<file path="src/lfb_pkg.sv">
/*
  Constants, state type and mode decoding shared by the flash bridge.
  Assumes a 50 MHz system clock and a host interface already decoded into
  configuration, I/O and memory read strobes.
*/
package lfb_pkg;

  localparam int CLK_PERIOD_NS      = 20;
  localparam int SCK_HALF_NS        = 80;
  localparam int SCK_HALF_CYCLES    = (SCK_HALF_NS + CLK_PERIOD_NS - 1) / CLK_PERIOD_NS;
  localparam int STRAP_SETTLE_CYCLES = 3;

  localparam logic [2:0] OFS_OPCODE   = 3'h0;
  localparam logic [2:0] OFS_MODE     = 3'h1;
  localparam logic [2:0] OFS_ADDR_MID = 3'h2;
  localparam logic [2:0] OFS_ADDR_LOW = 3'h3;

  localparam logic [15:0] WINDOW_BYTES = 16'h0008;

  localparam logic [7:0] CFG_STRAP_STATUS = 8'h24;
  localparam int         STRAP_STATUS_BIT = 1;
  localparam logic [7:0] CFG_BASE_HIGH    = 8'h62;
  localparam logic [7:0] CFG_BASE_LOW     = 8'h63;
  localparam logic [7:0] CFG_DEVICE_FLASH = 8'h06;
  localparam logic [7:0] BASE_RESET       = 8'h00;
  localparam logic [7:0] BYTE_RESET       = 8'h00;

  localparam logic [7:0] MEM_READ_OPCODE = 8'h03;

  localparam logic [3:0] MODE_IDLE      = 4'h0;
  localparam logic [3:0] MODE_OPCODE    = 4'h1;
  localparam logic [3:0] MODE_PARAM     = 4'h2;
  localparam logic [3:0] MODE_READ_TWO  = 4'h3;
  localparam logic [3:0] MODE_ERASE     = 4'h4;
  localparam logic [3:0] MODE_PROG_ONE  = 4'h5;
  localparam logic [3:0] MODE_PROG_FOUR = 4'h6;
  localparam logic [3:0] MODE_FAST_READ = 4'h7;
  localparam logic [3:0] MODE_READ_ONE  = 4'h8;
  localparam logic [3:0] MODE_READ_2    = 4'h9;
  localparam logic [3:0] MODE_READ_3    = 4'ha;
  localparam logic [3:0] MODE_READ_4    = 4'hb;

  typedef enum logic [1:0] {
    ST_IDLE  = 2'b00,
    ST_SHIFT = 2'b01,
    ST_END   = 2'b10
  } lfb_state_t;

  // Plan bits: valid, address, dummy, data bytes sent (3), data bytes received (3).
  function automatic logic [8:0] lfb_mode_plan(input logic [3:0] mode);
    case (mode)
      MODE_OPCODE:    lfb_mode_plan = 9'b1_0_0_000_000;
      MODE_PARAM:     lfb_mode_plan = 9'b1_0_0_001_000;
      MODE_READ_TWO:  lfb_mode_plan = 9'b1_0_0_000_010;
      MODE_ERASE:     lfb_mode_plan = 9'b1_1_0_000_000;
      MODE_PROG_ONE:  lfb_mode_plan = 9'b1_1_0_001_000;
      MODE_PROG_FOUR: lfb_mode_plan = 9'b1_1_0_100_000;
      MODE_FAST_READ: lfb_mode_plan = 9'b1_1_1_000_100;
      MODE_READ_ONE:  lfb_mode_plan = 9'b1_1_0_000_001;
      MODE_READ_2:    lfb_mode_plan = 9'b1_1_0_000_010;
      MODE_READ_3:    lfb_mode_plan = 9'b1_1_0_000_011;
      MODE_READ_4:    lfb_mode_plan = 9'b1_1_0_000_100;
      default:        lfb_mode_plan = 9'b0_0_0_000_000;
    endcase
  endfunction : lfb_mode_plan

endpackage : lfb_pkg
</file>
<file path="src/lfb_bridge.sv">
/*
  Host to serial flash bridge: memory reads pass through as flash reads, and
  an eight-byte I/O window lets software run shaped flash transactions.
  Assumes the host bus is already decoded into single-cycle strobes on mclk
  and that the flash works in clock mode 0.
*/
`timescale 1ns/10ps

// Notes on behaviour
// - Flash pins act as bridge only when the strap samples high.
// - Sampled strap state reads at bit 1 of configuration register 24h.
// - Host memory reads become serial read opcode, address, then returned byte.
// - Eight consecutive I/O bytes from the base address reach the command registers.
// - Window base comes from device 6 registers 62h high and 63h low.
// - Offset 0 holds the opcode, always sent first.
// - Offset 1 holds mode in bits 7:4 and address 19:16 in 3:0.
// - Offsets 2,3 hold address 15:8, 7:0; offsets 4-7 hold data bytes.
// - Software loads fields first; writing the mode starts the transaction.
// - Mode 1 sends the opcode only.
// - Mode 2 sends opcode and data byte zero.
// - Mode 3 sends opcode then receives two bytes.
// - Mode 4 sends opcode and three address bytes.
// - Mode 5 sends opcode, address and data byte zero.
// - Mode 6 sends opcode, address and four data bytes.
module lfb_bridge
  import lfb_pkg::*;
(
  input  wire logic        mclk,
  input  wire logic        reset,
  input  wire logic        strapPin,
  input  wire logic        cfgWrite,
  input  wire logic        cfgRead,
  input  wire logic [7:0]  cfgDevice,
  input  wire logic [7:0]  cfgIndex,
  input  wire logic [7:0]  cfgWdata,
  output logic      [7:0]  cfgRdata,
  input  wire logic        ioWrite,
  input  wire logic        ioRead,
  input  wire logic [15:0] ioAddr,
  input  wire logic [7:0]  ioWdata,
  output logic      [7:0]  ioRdata,
  output logic             ioHit,
  input  wire logic        memRead,
  input  wire logic [23:0] memAddr,
  output logic      [7:0]  memRdata,
  output logic             memDone,
  output logic             hostReady,
  output logic             cmdBusy,
  output logic             spiPinsEnable,
  output logic             spiClk,
  output logic             flash_chip_enable_n,
  output logic             spiMosi,
  input  wire logic        spiMiso
);

  logic [2:0]  strapSync,  next_strapSync;
  logic [1:0]  settleCnt,  next_settleCnt;
  logic        settled,    next_settled;
  logic        bridgeEnable, next_bridgeEnable;
  logic [2:0]  misoSync,   next_misoSync;
  logic        misoLevel,  next_misoLevel;

  logic [7:0]  windowBaseHigh, next_windowBaseHigh;
  logic [7:0]  windowBaseLow,  next_windowBaseLow;
  logic [7:0]  flashOpcode,    next_flashOpcode;
  logic [3:0]  modeField,      next_modeField;
  logic [3:0]  addrUpperNibble, next_addrUpperNibble;
  logic [7:0]  addrMiddle,     next_addrMiddle;
  logic [7:0]  addrLow,        next_addrLow;
  logic [7:0]  dataByte [0:3];
  logic [7:0]  next_dataByte [0:3];

  lfb_state_t  state,      next_state;
  logic [71:0] txBuf,      next_txBuf;
  logic [6:0]  rxShift,    next_rxShift;
  logic [6:0]  bitCnt,     next_bitCnt;
  logic [6:0]  txBits,     next_txBits;
  logic [6:0]  totalBits,  next_totalBits;
  logic [7:0]  divCnt,     next_divCnt;
  logic        hostOrigin, next_hostOrigin;

  logic [7:0]  next_cfgRdata;
  logic [7:0]  next_ioRdata;
  logic        next_ioHit;
  logic [7:0]  next_memRdata;
  logic        next_memDone;
  logic        next_hostReady;
  logic        next_cmdBusy;
  logic        next_spiClk;
  logic        next_chipEnableN;
  logic        next_spiMosi;

  logic [15:0] windowBase;
  logic [15:0] windowOffset;
  logic        windowHit;
  logic [2:0]  offset;

  assign windowBase   = {windowBaseHigh, windowBaseLow};
  assign windowOffset = ioAddr - windowBase;
  assign windowHit    = bridgeEnable && (windowOffset < WINDOW_BYTES);
  assign offset       = windowOffset[2:0];

  always_comb begin
    logic [8:0]  plan;
    logic [71:0] build;
    logic [3:0]  nBytes;
    logic [23:0] flashAddr;
    logic        startCmd;
    logic        startMem;
    logic [7:0]  rxByte;
    logic [6:0]  rxBit;
    plan      = lfb_mode_plan(ioWdata[7:4]);
    build     = 72'h0;
    nBytes    = 4'h0;
    flashAddr = {4'h0, ioWdata[3:0], addrMiddle, addrLow};
    startCmd  = 1'b0;
    startMem  = 1'b0;
    rxByte    = {rxShift, misoLevel};
    rxBit     = bitCnt - txBits;

    next_strapSync      = {strapSync[1:0], strapPin};
    next_settleCnt      = settleCnt;
    next_settled        = settled;
    next_bridgeEnable   = bridgeEnable;
    next_misoSync       = {misoSync[1:0], spiMiso};
    next_misoLevel      = misoLevel;
    next_windowBaseHigh = windowBaseHigh;
    next_windowBaseLow  = windowBaseLow;
    next_flashOpcode    = flashOpcode;
    next_modeField      = modeField;
    next_addrUpperNibble = addrUpperNibble;
    next_addrMiddle     = addrMiddle;
    next_addrLow        = addrLow;
    for (int i = 0; i < 4; i++) begin
      next_dataByte[i] = dataByte[i];
    end
    next_state       = state;
    next_txBuf       = txBuf;
    next_rxShift     = rxShift;
    next_bitCnt      = bitCnt;
    next_txBits      = txBits;
    next_totalBits   = totalBits;
    next_divCnt      = divCnt;
    next_hostOrigin  = hostOrigin;
    next_cfgRdata    = 8'h00;
    next_ioRdata     = 8'h00;
    next_ioHit       = 1'b0;
    next_memRdata    = memRdata;
    next_memDone     = 1'b0;
    next_spiClk      = spiClk;
    next_chipEnableN = flash_chip_enable_n;
    next_spiMosi     = spiMosi;

    // The strap is caught once, after its synchroniser has filled and settled.
    if (!settled) begin
      if (settleCnt == 2'(STRAP_SETTLE_CYCLES - 1) && strapSync[1] == strapSync[2]) begin
        next_bridgeEnable = strapSync[2];
        next_settled      = 1'b1;
      end else if (settleCnt != 2'(STRAP_SETTLE_CYCLES - 1)) begin
        next_settleCnt = settleCnt + 2'h1;
      end
    end
    if (misoSync[1] == misoSync[2]) begin
      next_misoLevel = misoSync[2];
    end

    if (cfgWrite && cfgDevice == CFG_DEVICE_FLASH) begin
      if (cfgIndex == CFG_BASE_HIGH) begin
        next_windowBaseHigh = cfgWdata;
      end else if (cfgIndex == CFG_BASE_LOW) begin
        next_windowBaseLow = cfgWdata;
      end
    end
    if (cfgRead) begin
      if (cfgIndex == CFG_STRAP_STATUS) begin
        next_cfgRdata[STRAP_STATUS_BIT] = bridgeEnable;
      end else if (cfgDevice == CFG_DEVICE_FLASH && cfgIndex == CFG_BASE_HIGH) begin
        next_cfgRdata = windowBaseHigh;
      end else if (cfgDevice == CFG_DEVICE_FLASH && cfgIndex == CFG_BASE_LOW) begin
        next_cfgRdata = windowBaseLow;
      end
    end

    if (ioRead && windowHit) begin
      next_ioHit = 1'b1;
      case (offset)
        OFS_OPCODE:   next_ioRdata = flashOpcode;
        OFS_MODE:     next_ioRdata = {modeField, addrUpperNibble};
        OFS_ADDR_MID: next_ioRdata = addrMiddle;
        OFS_ADDR_LOW: next_ioRdata = addrLow;
        default:      next_ioRdata = dataByte[offset[1:0]];
      endcase
    end

    // Writes are refused while a transaction runs, so its fields cannot shift under it.
    if (ioWrite && windowHit && state == ST_IDLE) begin
      next_ioHit = 1'b1;
      case (offset)
        OFS_OPCODE:   next_flashOpcode = ioWdata;
        OFS_MODE: begin
          next_addrUpperNibble = ioWdata[3:0];
          if (plan[8]) begin
            next_modeField = ioWdata[7:4];
            startCmd       = 1'b1;
          end
        end
        OFS_ADDR_MID: next_addrMiddle = ioWdata;
        OFS_ADDR_LOW: next_addrLow = ioWdata;
        default:      next_dataByte[offset[1:0]] = ioWdata;
      endcase
    end else if (memRead && hostReady) begin
      startMem = 1'b1;
    end

    if (startCmd) begin
      build[71 -: 8] = flashOpcode;
      nBytes = 4'h1;
      if (plan[7]) begin
        build[63 -: 24] = flashAddr;
        nBytes = 4'h4;
      end
      if (plan[6]) begin
        nBytes = nBytes + 4'h1;
      end
      for (int i = 0; i < 4; i++) begin
        if (3'(i) < plan[5:3]) begin
          build[71 - 8 * (int'(nBytes) + i) -: 8] = dataByte[i];
        end
      end
      nBytes = nBytes + {1'b0, plan[5:3]};
      next_txBits     = {nBytes, 3'h0};
      next_totalBits  = {nBytes + {1'b0, plan[2:0]}, 3'h0};
      next_hostOrigin = 1'b0;
    end else if (startMem) begin
      build[71 -: 32] = {MEM_READ_OPCODE, memAddr};
      next_txBits     = 7'd32;
      next_totalBits  = 7'd40;
      next_hostOrigin = 1'b1;
    end
    if (startCmd || startMem) begin
      next_txBuf       = build;
      next_spiMosi     = build[71];
      next_bitCnt      = 7'h0;
      next_divCnt      = 8'h0;
      next_spiClk      = 1'b0;
      next_chipEnableN = 1'b0;
      next_state       = ST_SHIFT;
    end

    case (state)
      ST_IDLE: begin
      end
      ST_SHIFT: begin
        if (divCnt == 8'(SCK_HALF_CYCLES - 1)) begin
          next_divCnt = 8'h0;
          next_spiClk = ~spiClk;
          // The slow clock leaves time for the three-stage input path to settle,
          // so the input is taken on the falling edge rather than the rising one.
          if (spiClk) begin
            next_rxShift = rxByte[6:0];
            if (bitCnt >= txBits && bitCnt[2:0] == 3'h7) begin
              if (hostOrigin) begin
                next_memRdata = rxByte;
              end else begin
                next_dataByte[rxBit[4:3]] = rxByte;
              end
            end
            if (bitCnt == totalBits - 7'h1) begin
              next_state = ST_END;
            end else begin
              next_bitCnt  = bitCnt + 7'h1;
              next_txBuf   = {txBuf[70:0], 1'b0};
              next_spiMosi = txBuf[70];
            end
          end
        end else begin
          next_divCnt = divCnt + 8'h1;
        end
      end
      ST_END: begin
        // Hold chip enable a half period past the last edge before releasing it.
        if (divCnt == 8'(SCK_HALF_CYCLES - 1)) begin
          next_divCnt      = 8'h0;
          next_chipEnableN = 1'b1;
          next_spiMosi     = 1'b0;
          next_state       = ST_IDLE;
          if (hostOrigin) begin
            next_memDone = 1'b1;
          end else begin
            next_modeField = MODE_IDLE;
          end
        end else begin
          next_divCnt = divCnt + 8'h1;
        end
      end
      default: begin
        next_state       = ST_IDLE;
        next_chipEnableN = 1'b1;
      end
    endcase

    next_cmdBusy   = next_state != ST_IDLE;
    next_hostReady = next_bridgeEnable && next_state == ST_IDLE;
  end

  always_ff @(posedge mclk) begin
    if (reset) begin
      strapSync           <= 3'h0;
      settleCnt           <= 2'h0;
      settled             <= 1'b0;
      bridgeEnable        <= 1'b0;
      misoSync            <= 3'h0;
      misoLevel           <= 1'b0;
      windowBaseHigh      <= BASE_RESET;
      windowBaseLow       <= BASE_RESET;
      flashOpcode         <= BYTE_RESET;
      modeField           <= MODE_IDLE;
      addrUpperNibble     <= 4'h0;
      addrMiddle          <= BYTE_RESET;
      addrLow             <= BYTE_RESET;
      for (int i = 0; i < 4; i++) begin
        dataByte[i] <= BYTE_RESET;
      end
      state               <= ST_IDLE;
      txBuf               <= 72'h0;
      rxShift             <= 7'h0;
      bitCnt              <= 7'h0;
      txBits              <= 7'h0;
      totalBits           <= 7'h0;
      divCnt              <= 8'h0;
      hostOrigin          <= 1'b0;
      cfgRdata            <= 8'h00;
      ioRdata             <= 8'h00;
      ioHit               <= 1'b0;
      memRdata            <= 8'h00;
      memDone             <= 1'b0;
      hostReady           <= 1'b0;
      cmdBusy             <= 1'b0;
      spiPinsEnable       <= 1'b0;
      spiClk              <= 1'b0;
      flash_chip_enable_n <= 1'b1;
      spiMosi             <= 1'b0;
    end else begin
      strapSync           <= next_strapSync;
      settleCnt           <= next_settleCnt;
      settled             <= next_settled;
      bridgeEnable        <= next_bridgeEnable;
      misoSync            <= next_misoSync;
      misoLevel           <= next_misoLevel;
      windowBaseHigh      <= next_windowBaseHigh;
      windowBaseLow       <= next_windowBaseLow;
      flashOpcode         <= next_flashOpcode;
      modeField           <= next_modeField;
      addrUpperNibble     <= next_addrUpperNibble;
      addrMiddle          <= next_addrMiddle;
      addrLow             <= next_addrLow;
      for (int i = 0; i < 4; i++) begin
        dataByte[i] <= next_dataByte[i];
      end
      state               <= next_state;
      txBuf               <= next_txBuf;
      rxShift             <= next_rxShift;
      bitCnt              <= next_bitCnt;
      txBits              <= next_txBits;
      totalBits           <= next_totalBits;
      divCnt              <= next_divCnt;
      hostOrigin          <= next_hostOrigin;
      cfgRdata            <= next_cfgRdata;
      ioRdata             <= next_ioRdata;
      ioHit               <= next_ioHit;
      memRdata            <= next_memRdata;
      memDone             <= next_memDone;
      hostReady           <= next_hostReady;
      cmdBusy             <= next_cmdBusy;
      spiPinsEnable       <= next_bridgeEnable;
      spiClk              <= next_spiClk;
      flash_chip_enable_n <= next_chipEnableN;
      spiMosi             <= next_spiMosi;
    end
  end

endmodule : lfb_bridge

</file>
<file path="config.mk">
export PLATFORM = sky130hd
export DESIGN_NAME = lfb_bridge
export DESIGN_NICKNAME = d
export VERILOG_FILES = /design/src/lfb_pkg.sv /design/src/lfb_bridge.sv
export SDC_FILE = /design/constraint.sdc
export NUM_CORES = 1
export LEC_CHECK = 0
export BUFFER_PORTS_ARGS = -buffer_cell sky130_fd_sc_hd__buf_2
export CORE_ASPECT_RATIO = 0.75
export CORE_MARGIN = 1.5
export CORE_UTILIZATION = 50
export DETAILED_ROUTE_END_ITERATION = 8
export GPL_TIMING_DRIVEN = 0
export PLACE_DENSITY = 0.74
export SYNTH_ARGS = -nofsm -noshare
export SYNTH_HDL_FRONTEND = slang
export SYNTH_SLANG_ARGS = --single-unit
</file>
<file path="constraint.sdc">
create_clock -name mclk -period 9.02 [get_ports mclk]
set_input_delay 0.902 -clock mclk [delete_from_list [all_inputs] [get_ports mclk]]
set_output_delay 0.902 -clock mclk [all_outputs]
set_load 0.02 [all_outputs]
</file>
* Word level (Yosys, flattened, before mapping)
Memory sizes are Yosys's and may differ from the RTL's.
Cells that the tools add are included.
** Storage, ports and cells
- Bits in registers :: 195
- Output and inout port bits :: 32
- Input port bits :: 81
- Memories kept :: 2
- Bits in writable memories :: 32
- Memory bits (read-only) :: 128
** Memory list
- (name not given) :: words 16, bits a word 8, read ports 1, clocked after memory_dff 0, wr ports 0, RTL line lfb_pkg.sv:51 : case (mode)
- dataByte :: words 4, bits a word 8, read ports 5, clocked after memory_dff 0, wr ports 4, RTL line lfb_bridge.sv:70 : logic [7:0] dataByte [0:3];
** Cells by class
- Muxes and demuxes :: 97
- Magnitude comparators :: 10
- Bitwise gates (word level) :: 14
- Eq/ne operators :: 16
- Shift operators :: 8
- Reductions and logical operators :: 37
- Add/sub/neg operators :: 20
** Operator list (number)
- $mux W72 :: 12
- $shift A8 B33 Y79 const A :: 4
- $shiftx A8 B33 Y79 :: 4
- $bwmux W72 :: 4
- $mux W32 :: 8
- $neg A9 Y33 :: 3
- $mux W8 :: 11
- $bwmux W32 :: 2
- $mux W7 :: 9
- $mux W40 :: 1
- $mux W4 :: 9
- $neg A8 Y33 :: 1
- $demux W8 S2 :: 2
- $pmux W8 S4 :: 1
- $sub A7 B8 Y9 const A :: 3
- $mux W1 :: 26
- $mux W26 :: 1
- $mux W24 :: 1
- $mux W20 :: 1
- $eq A8 B7 Y1 const B :: 2
- $lt A16 B4 Y1 const B :: 1
- $sub A16 B16 Y16 :: 1
- $logic_and A1 B1 Y1 :: 13
- $add A4 B2 Y5 const B :: 2
- 42 further kinds :: 80

* Depth between registers and ports, before layout
- Word-level depth :: 30
- Depth in mapped cells :: 18

* Worst setup path before layout
Ideal clock, no wire load.
- Path kind :: in2reg
- Start point :: input ioWdata[7]
- End point :: register spiMosi
- Data required time :: 8.929 ns
- Arrival time :: 4.549 ns
- Path slack :: 4.380 ns
- Cell stages on the path :: 15
- Library setup time :: 0.091 ns
- Buffers on the path :: 5
- Cell sequence :: buf_2 xor2_1 clkbuf_1 ha_1 clkbuf_1 buf_1 nor2_1 inv_1 ha_1 nor4_1 clkbuf_1 a31oi_1 o21ai_0 a21oi_1 a311oi_1
** On the way
- Longest elaborated chain between the ends :: 26
** RTL lines
- from (decl) :: RTL line lfb_bridge.sv:40 : input wire logic [7:0] ioWdata,
- $mem_v2 Z16 W8 (*)
- branches (longest 20 deep; another with $neg A9 Y33)
- $mux W1 (*) :: RTL line lfb_bridge.sv:240 : if (startCmd || startMem) begin
- $mux W1 :: RTL line lfb_bridge.sv:268 : if (bitCnt == totalBits - 7'h1) begin
- $mux W1 :: RTL line lfb_bridge.sv:259 : if (spiClk) begin
- $mux W1 :: RTL line lfb_bridge.sv:254 : if (divCnt == 8'(SCK_HALF_CYCLES - 1)) begin
- $pmux W1 S2 (*) :: RTL line lfb_bridge.sv:250 : case (state)
- to (signal assigned) :: RTL line lfb_bridge.sv:378 : spiMosi <= next_spiMosi;
- to (decl) :: RTL line lfb_bridge.sv:52 : output logic spiMosi,
Mark *: on every way between the ends. The select of a mux whose other input is x is not followed.
A chain may end at the register's enable or synchronous reset.

* Worst setup path in the final report
Ends and elaborated chain as after synthesis.

==> key figures <==
Yosys
  • Cell variety after synth: 80
  • Sequential area share after synthesis: 34.24%
  • Synth Area per Inst: 8.310 um^2
  • Synthesized area: 13210 um^2
  • Synthesized instance count: 1590
  • Main synth FF type: dfxtp_1
  • FFs w/ async S/R, synth: 0%
  • Synthesized Nets: 1719
  • Number of synthesized flops with an enable pin: 0
  • Register bit total from synthesis: 226
  • Warnings from Yosys: 0

Critical path
  • Max FO, Critical Path: 13
  • R2r worst-path depth: 15
  • Reg2reg start: windowBaseLow[0]
  • Critical path data required time: 9.46 ns
  • CP Class: in -> reg
  • Worst setup path endpoint: spiMosi
  • CP startpoint kind: input port
  • Crit. End Element: flop
  • R2r setup slk: 4.46 ns
  • Beginning of the critical path: ioWdata[7]
  • FF-to-FF End: txBuf[56]
  • CP arrival: 5.89 ns

Clock network
  • Clk sinks: 226
  • Clk_lat worst skew: 0.54 ns
  • Hold Buf Count CTS: 0
  • Worst-path clk slew: 0.06 ns
  • Clock buffer depth: 3
  • # Post-CTS Setup Buffers: 0
  • CTS tree: yes
  • H-tree level count: 1
  • Resized cells post-CTS: 0
  • Clk root buf: clkbuf_16
  • Total CTS buffers: 23

STA
  • Slew Limit Fails: 6
  • Worst Hold Margin: 0.4373 ns
  • Worst Tran Pin Value: 1.567 ns
  • Fin Setup TNS: 0 ns
  • Final clock skew: 0.01346 ns
  • Clock period minus worst slack: 5.450 ns
  • Final Hold Viols: 0
  • RSZ-0062 raised after global routing: no
  • Worst setup margin: 3.570 ns
  • Period utilization: 60.42%
  • Endpoints failing setup: 0
  • Fmax achieved: 0.1835 GHz
  • Slew Limit Headroom: -5.449%

GRT
  • Initial antenna violation count: 1
  • Vias in the first global route: 12180
  • GRT Overall Usage: 37.72%
  • Largest net degree at the start of global routing: 15
  • GRT overflow: 0
  • Global-route wire length before repair: 76.80 mm

Floorplanning
  • Row cnt: 51
  • Starting Density: 50.87%
  • Height of the die: 143.8 um
  • Die area: 27420 um^2
  • IO Pins: 113
  • CORE AREA: 25970 um^2
  • Die width: 190.7 um

Min path
  • Hold/Removal Path Class: reg -> reg

Cells and area
  • Area of the multi-input gates: 7999 um^2
  • Register area: 4524 um^2
  • Largest register FFs: 71
  • Layout cell share with drive strength beyond 1: 11.95%
  • Biggest register: txBuf
  • Nets: 1853
  • Post-route cell area: 14970 um^2
  • Cell Count, Final, Fillers Out: 2085
  • Largest registers: txBuf (71), dataByte (32)
  • Antenna fix cells: 0
  • # fillers: 2408
  • Syn-to-layout area delta: 13.27%

Detailed routing
  • Final ANT Viol Nets: 0
  • Post-DR wirelength/cell: 25.23 um
  • Drt drc: 0
  • First-pass DRT Iterations: 6
  • Initial DRC Count: 1890
  • Final wirelength: 52.60 mm
  • Via density: 6.560
  • Via count: 13680

Placement
  • Dpl hpwl: 39.69 mm
  • RD Place Congestion: 1.081
  • Pre-CTS setup slack: 2.921 ns
  • Placed insts: 2042
  • Port bufs: 107
  • Area post-placement: 14190 um^2

Flow run
  • Max Cap Viol: 1

Pwr
  • Leak Pwr: 5.889 nW
  • PwrDens: 146.2 nW/um^2
  • Peak VDD IR: 0.1383 mV

Run status
  • Status: finished with violations
  • Violated checks: max-capacitance violations, max-slew violations
## power breakdown
part           switching [mW]  internal, mW  leakage [nW]
clock                   0.420         0.554         0.374
combinational           0.143        0.0636          3.69
sequential            0.00387          1.00          1.82
## how the worst min path moves through the flow
stage	startpoint	to	slack, ns	cells after the start
floorplan	misoSync[0]	misoSync[1]	0.41	1
global placement	misoSync[0]	misoSync[1]	0.42	1
detailed placement	strapSync[0]	strapSync[1]	0.43	1
CTS	strapSync[0]	strapSync[1]	0.44	1
global route	strapSync[0]	strapSync[1]	0.45	1
finish	strapSync[0]	strapSync[1]	0.44	1
## layout by cell type, fill, tap and decap left out, types with 15 or more instances in the layout
cell type / Yosys / routed
a22oi_1: 65 / 65
nor3_1: 45 / 45
mux4_2: 16 / 16
nor2b_1: 22 / 22
a21oi_1: 107 / 107
a211oi_1: 77 / 77
nor2_1: 219 / 219
clkbuf_16: 0 / 23
nand2_1: 114 / 114
o22ai_1: 15 / 15
ha_1: 44 / 44
mux2i_1: 112 / 112
dfxtp_1: 226 / 226
nand2b_1: 18 / 18
nand3_1: 46 / 46
inv_1: 51 / 51
a31oi_1: 20 / 20
buf_2: 12 / 119
clkbuf_1: 85 / 91
o21ai_0: 54 / 54
and3_1: 19 / 19
## metrics by stage
step / total power [mW] / util [%]
after detailed placement: 1.226 / 54.65
after global routing: 2.242 / 57.62
after floorplan: 1.153 / -
after CTS: 2.180 / 57.58
after global placement: 1.223 / 54.59
final: 2.188 / 57.62
## cell type report
type	instances	area share (%)
Buffer	119	3.386
Clock buffer	35	4.548
Clock inverter	7	0.5434
Inverter	52	1.304
Multi-Input combinational cell	1193	53.45
Sequential cell	226	30.23
Tap cell	344	2.876
Timing Repair Buffer	109	3.662
## layer usage
metal  vias to the layer above  share of wire, %  global-route usage [%]
li1                       6115                 -                       -
met1                      6604                44                   56.90
met2                       828                40                   52.65
met3                       126                12                   8.205
met4                         4               3.6                   11.77
met5                         -             0.051                       0
## worst max-delay path, stage by stage
cell and delay, ns:
buf_2 0.17, xor2_1 0.50, clkbuf_1 0.62, ha_1 0.37, clkbuf_1 0.24, buf_1 0.34
nor2_1 0.35, inv_1 0.08, ha_1 0.36, nor4_2 0.77, clkbuf_1 0.39, a31oi_1 0.27
o21ai_0 0.24, a21oi_1 0.06, a311oi_1 0.23
## cells by family (layout without fill, tap and decap cells)
kind of cell               after synthesis  count (layout)  share of synthesized area (%)
xor gates and xnor gates                17              17                          1.127
muxes                                  132             132                          11.55
and+or+nand+nor                        558             558                          20.34
AOI/OAI and AO/OA                      438             438                          22.65
DFF                                    226             226                          34.24
buffers and inverters                  171             322                          5.312
adders and majority gates               48              48                          4.773
## synthesized netlist by cell type (all sizes together), types with 10 or more instances
master | number | share of area (%)
dfxtp | 226 | 34
nor2 | 219 | 6.2
nand2 | 114 | 3.2
mux2i | 112 | 8.5
a21oi | 109 | 4.2
clkbuf | 85 | 2.4
a211oi | 78 | 4.5
a22oi | 65 | 3.7
o21ai | 56 | 2.2
inv | 51 | 1.4
nand3 | 47 | 1.8
nor3 | 47 | 2.0
ha | 44 | 4.2
buf | 34 | 1.4
nor2b | 22 | 1.0
a31oi | 20 | 0.95
and3 | 19 | 0.90
nand2b | 18 | 0.85
mux4 | 16 | 2.7
o22ai | 15 | 0.71
nand4 | 13 | 0.82
a221oi | 11 | 0.73
a32oi | 11 | 0.73
and2 | 11 | 0.52
nor4 | 11 | 0.80
xnor2 | 11 | 0.73
a41oi | 10 | 0.66
Power figures use the tool's default switching activity.
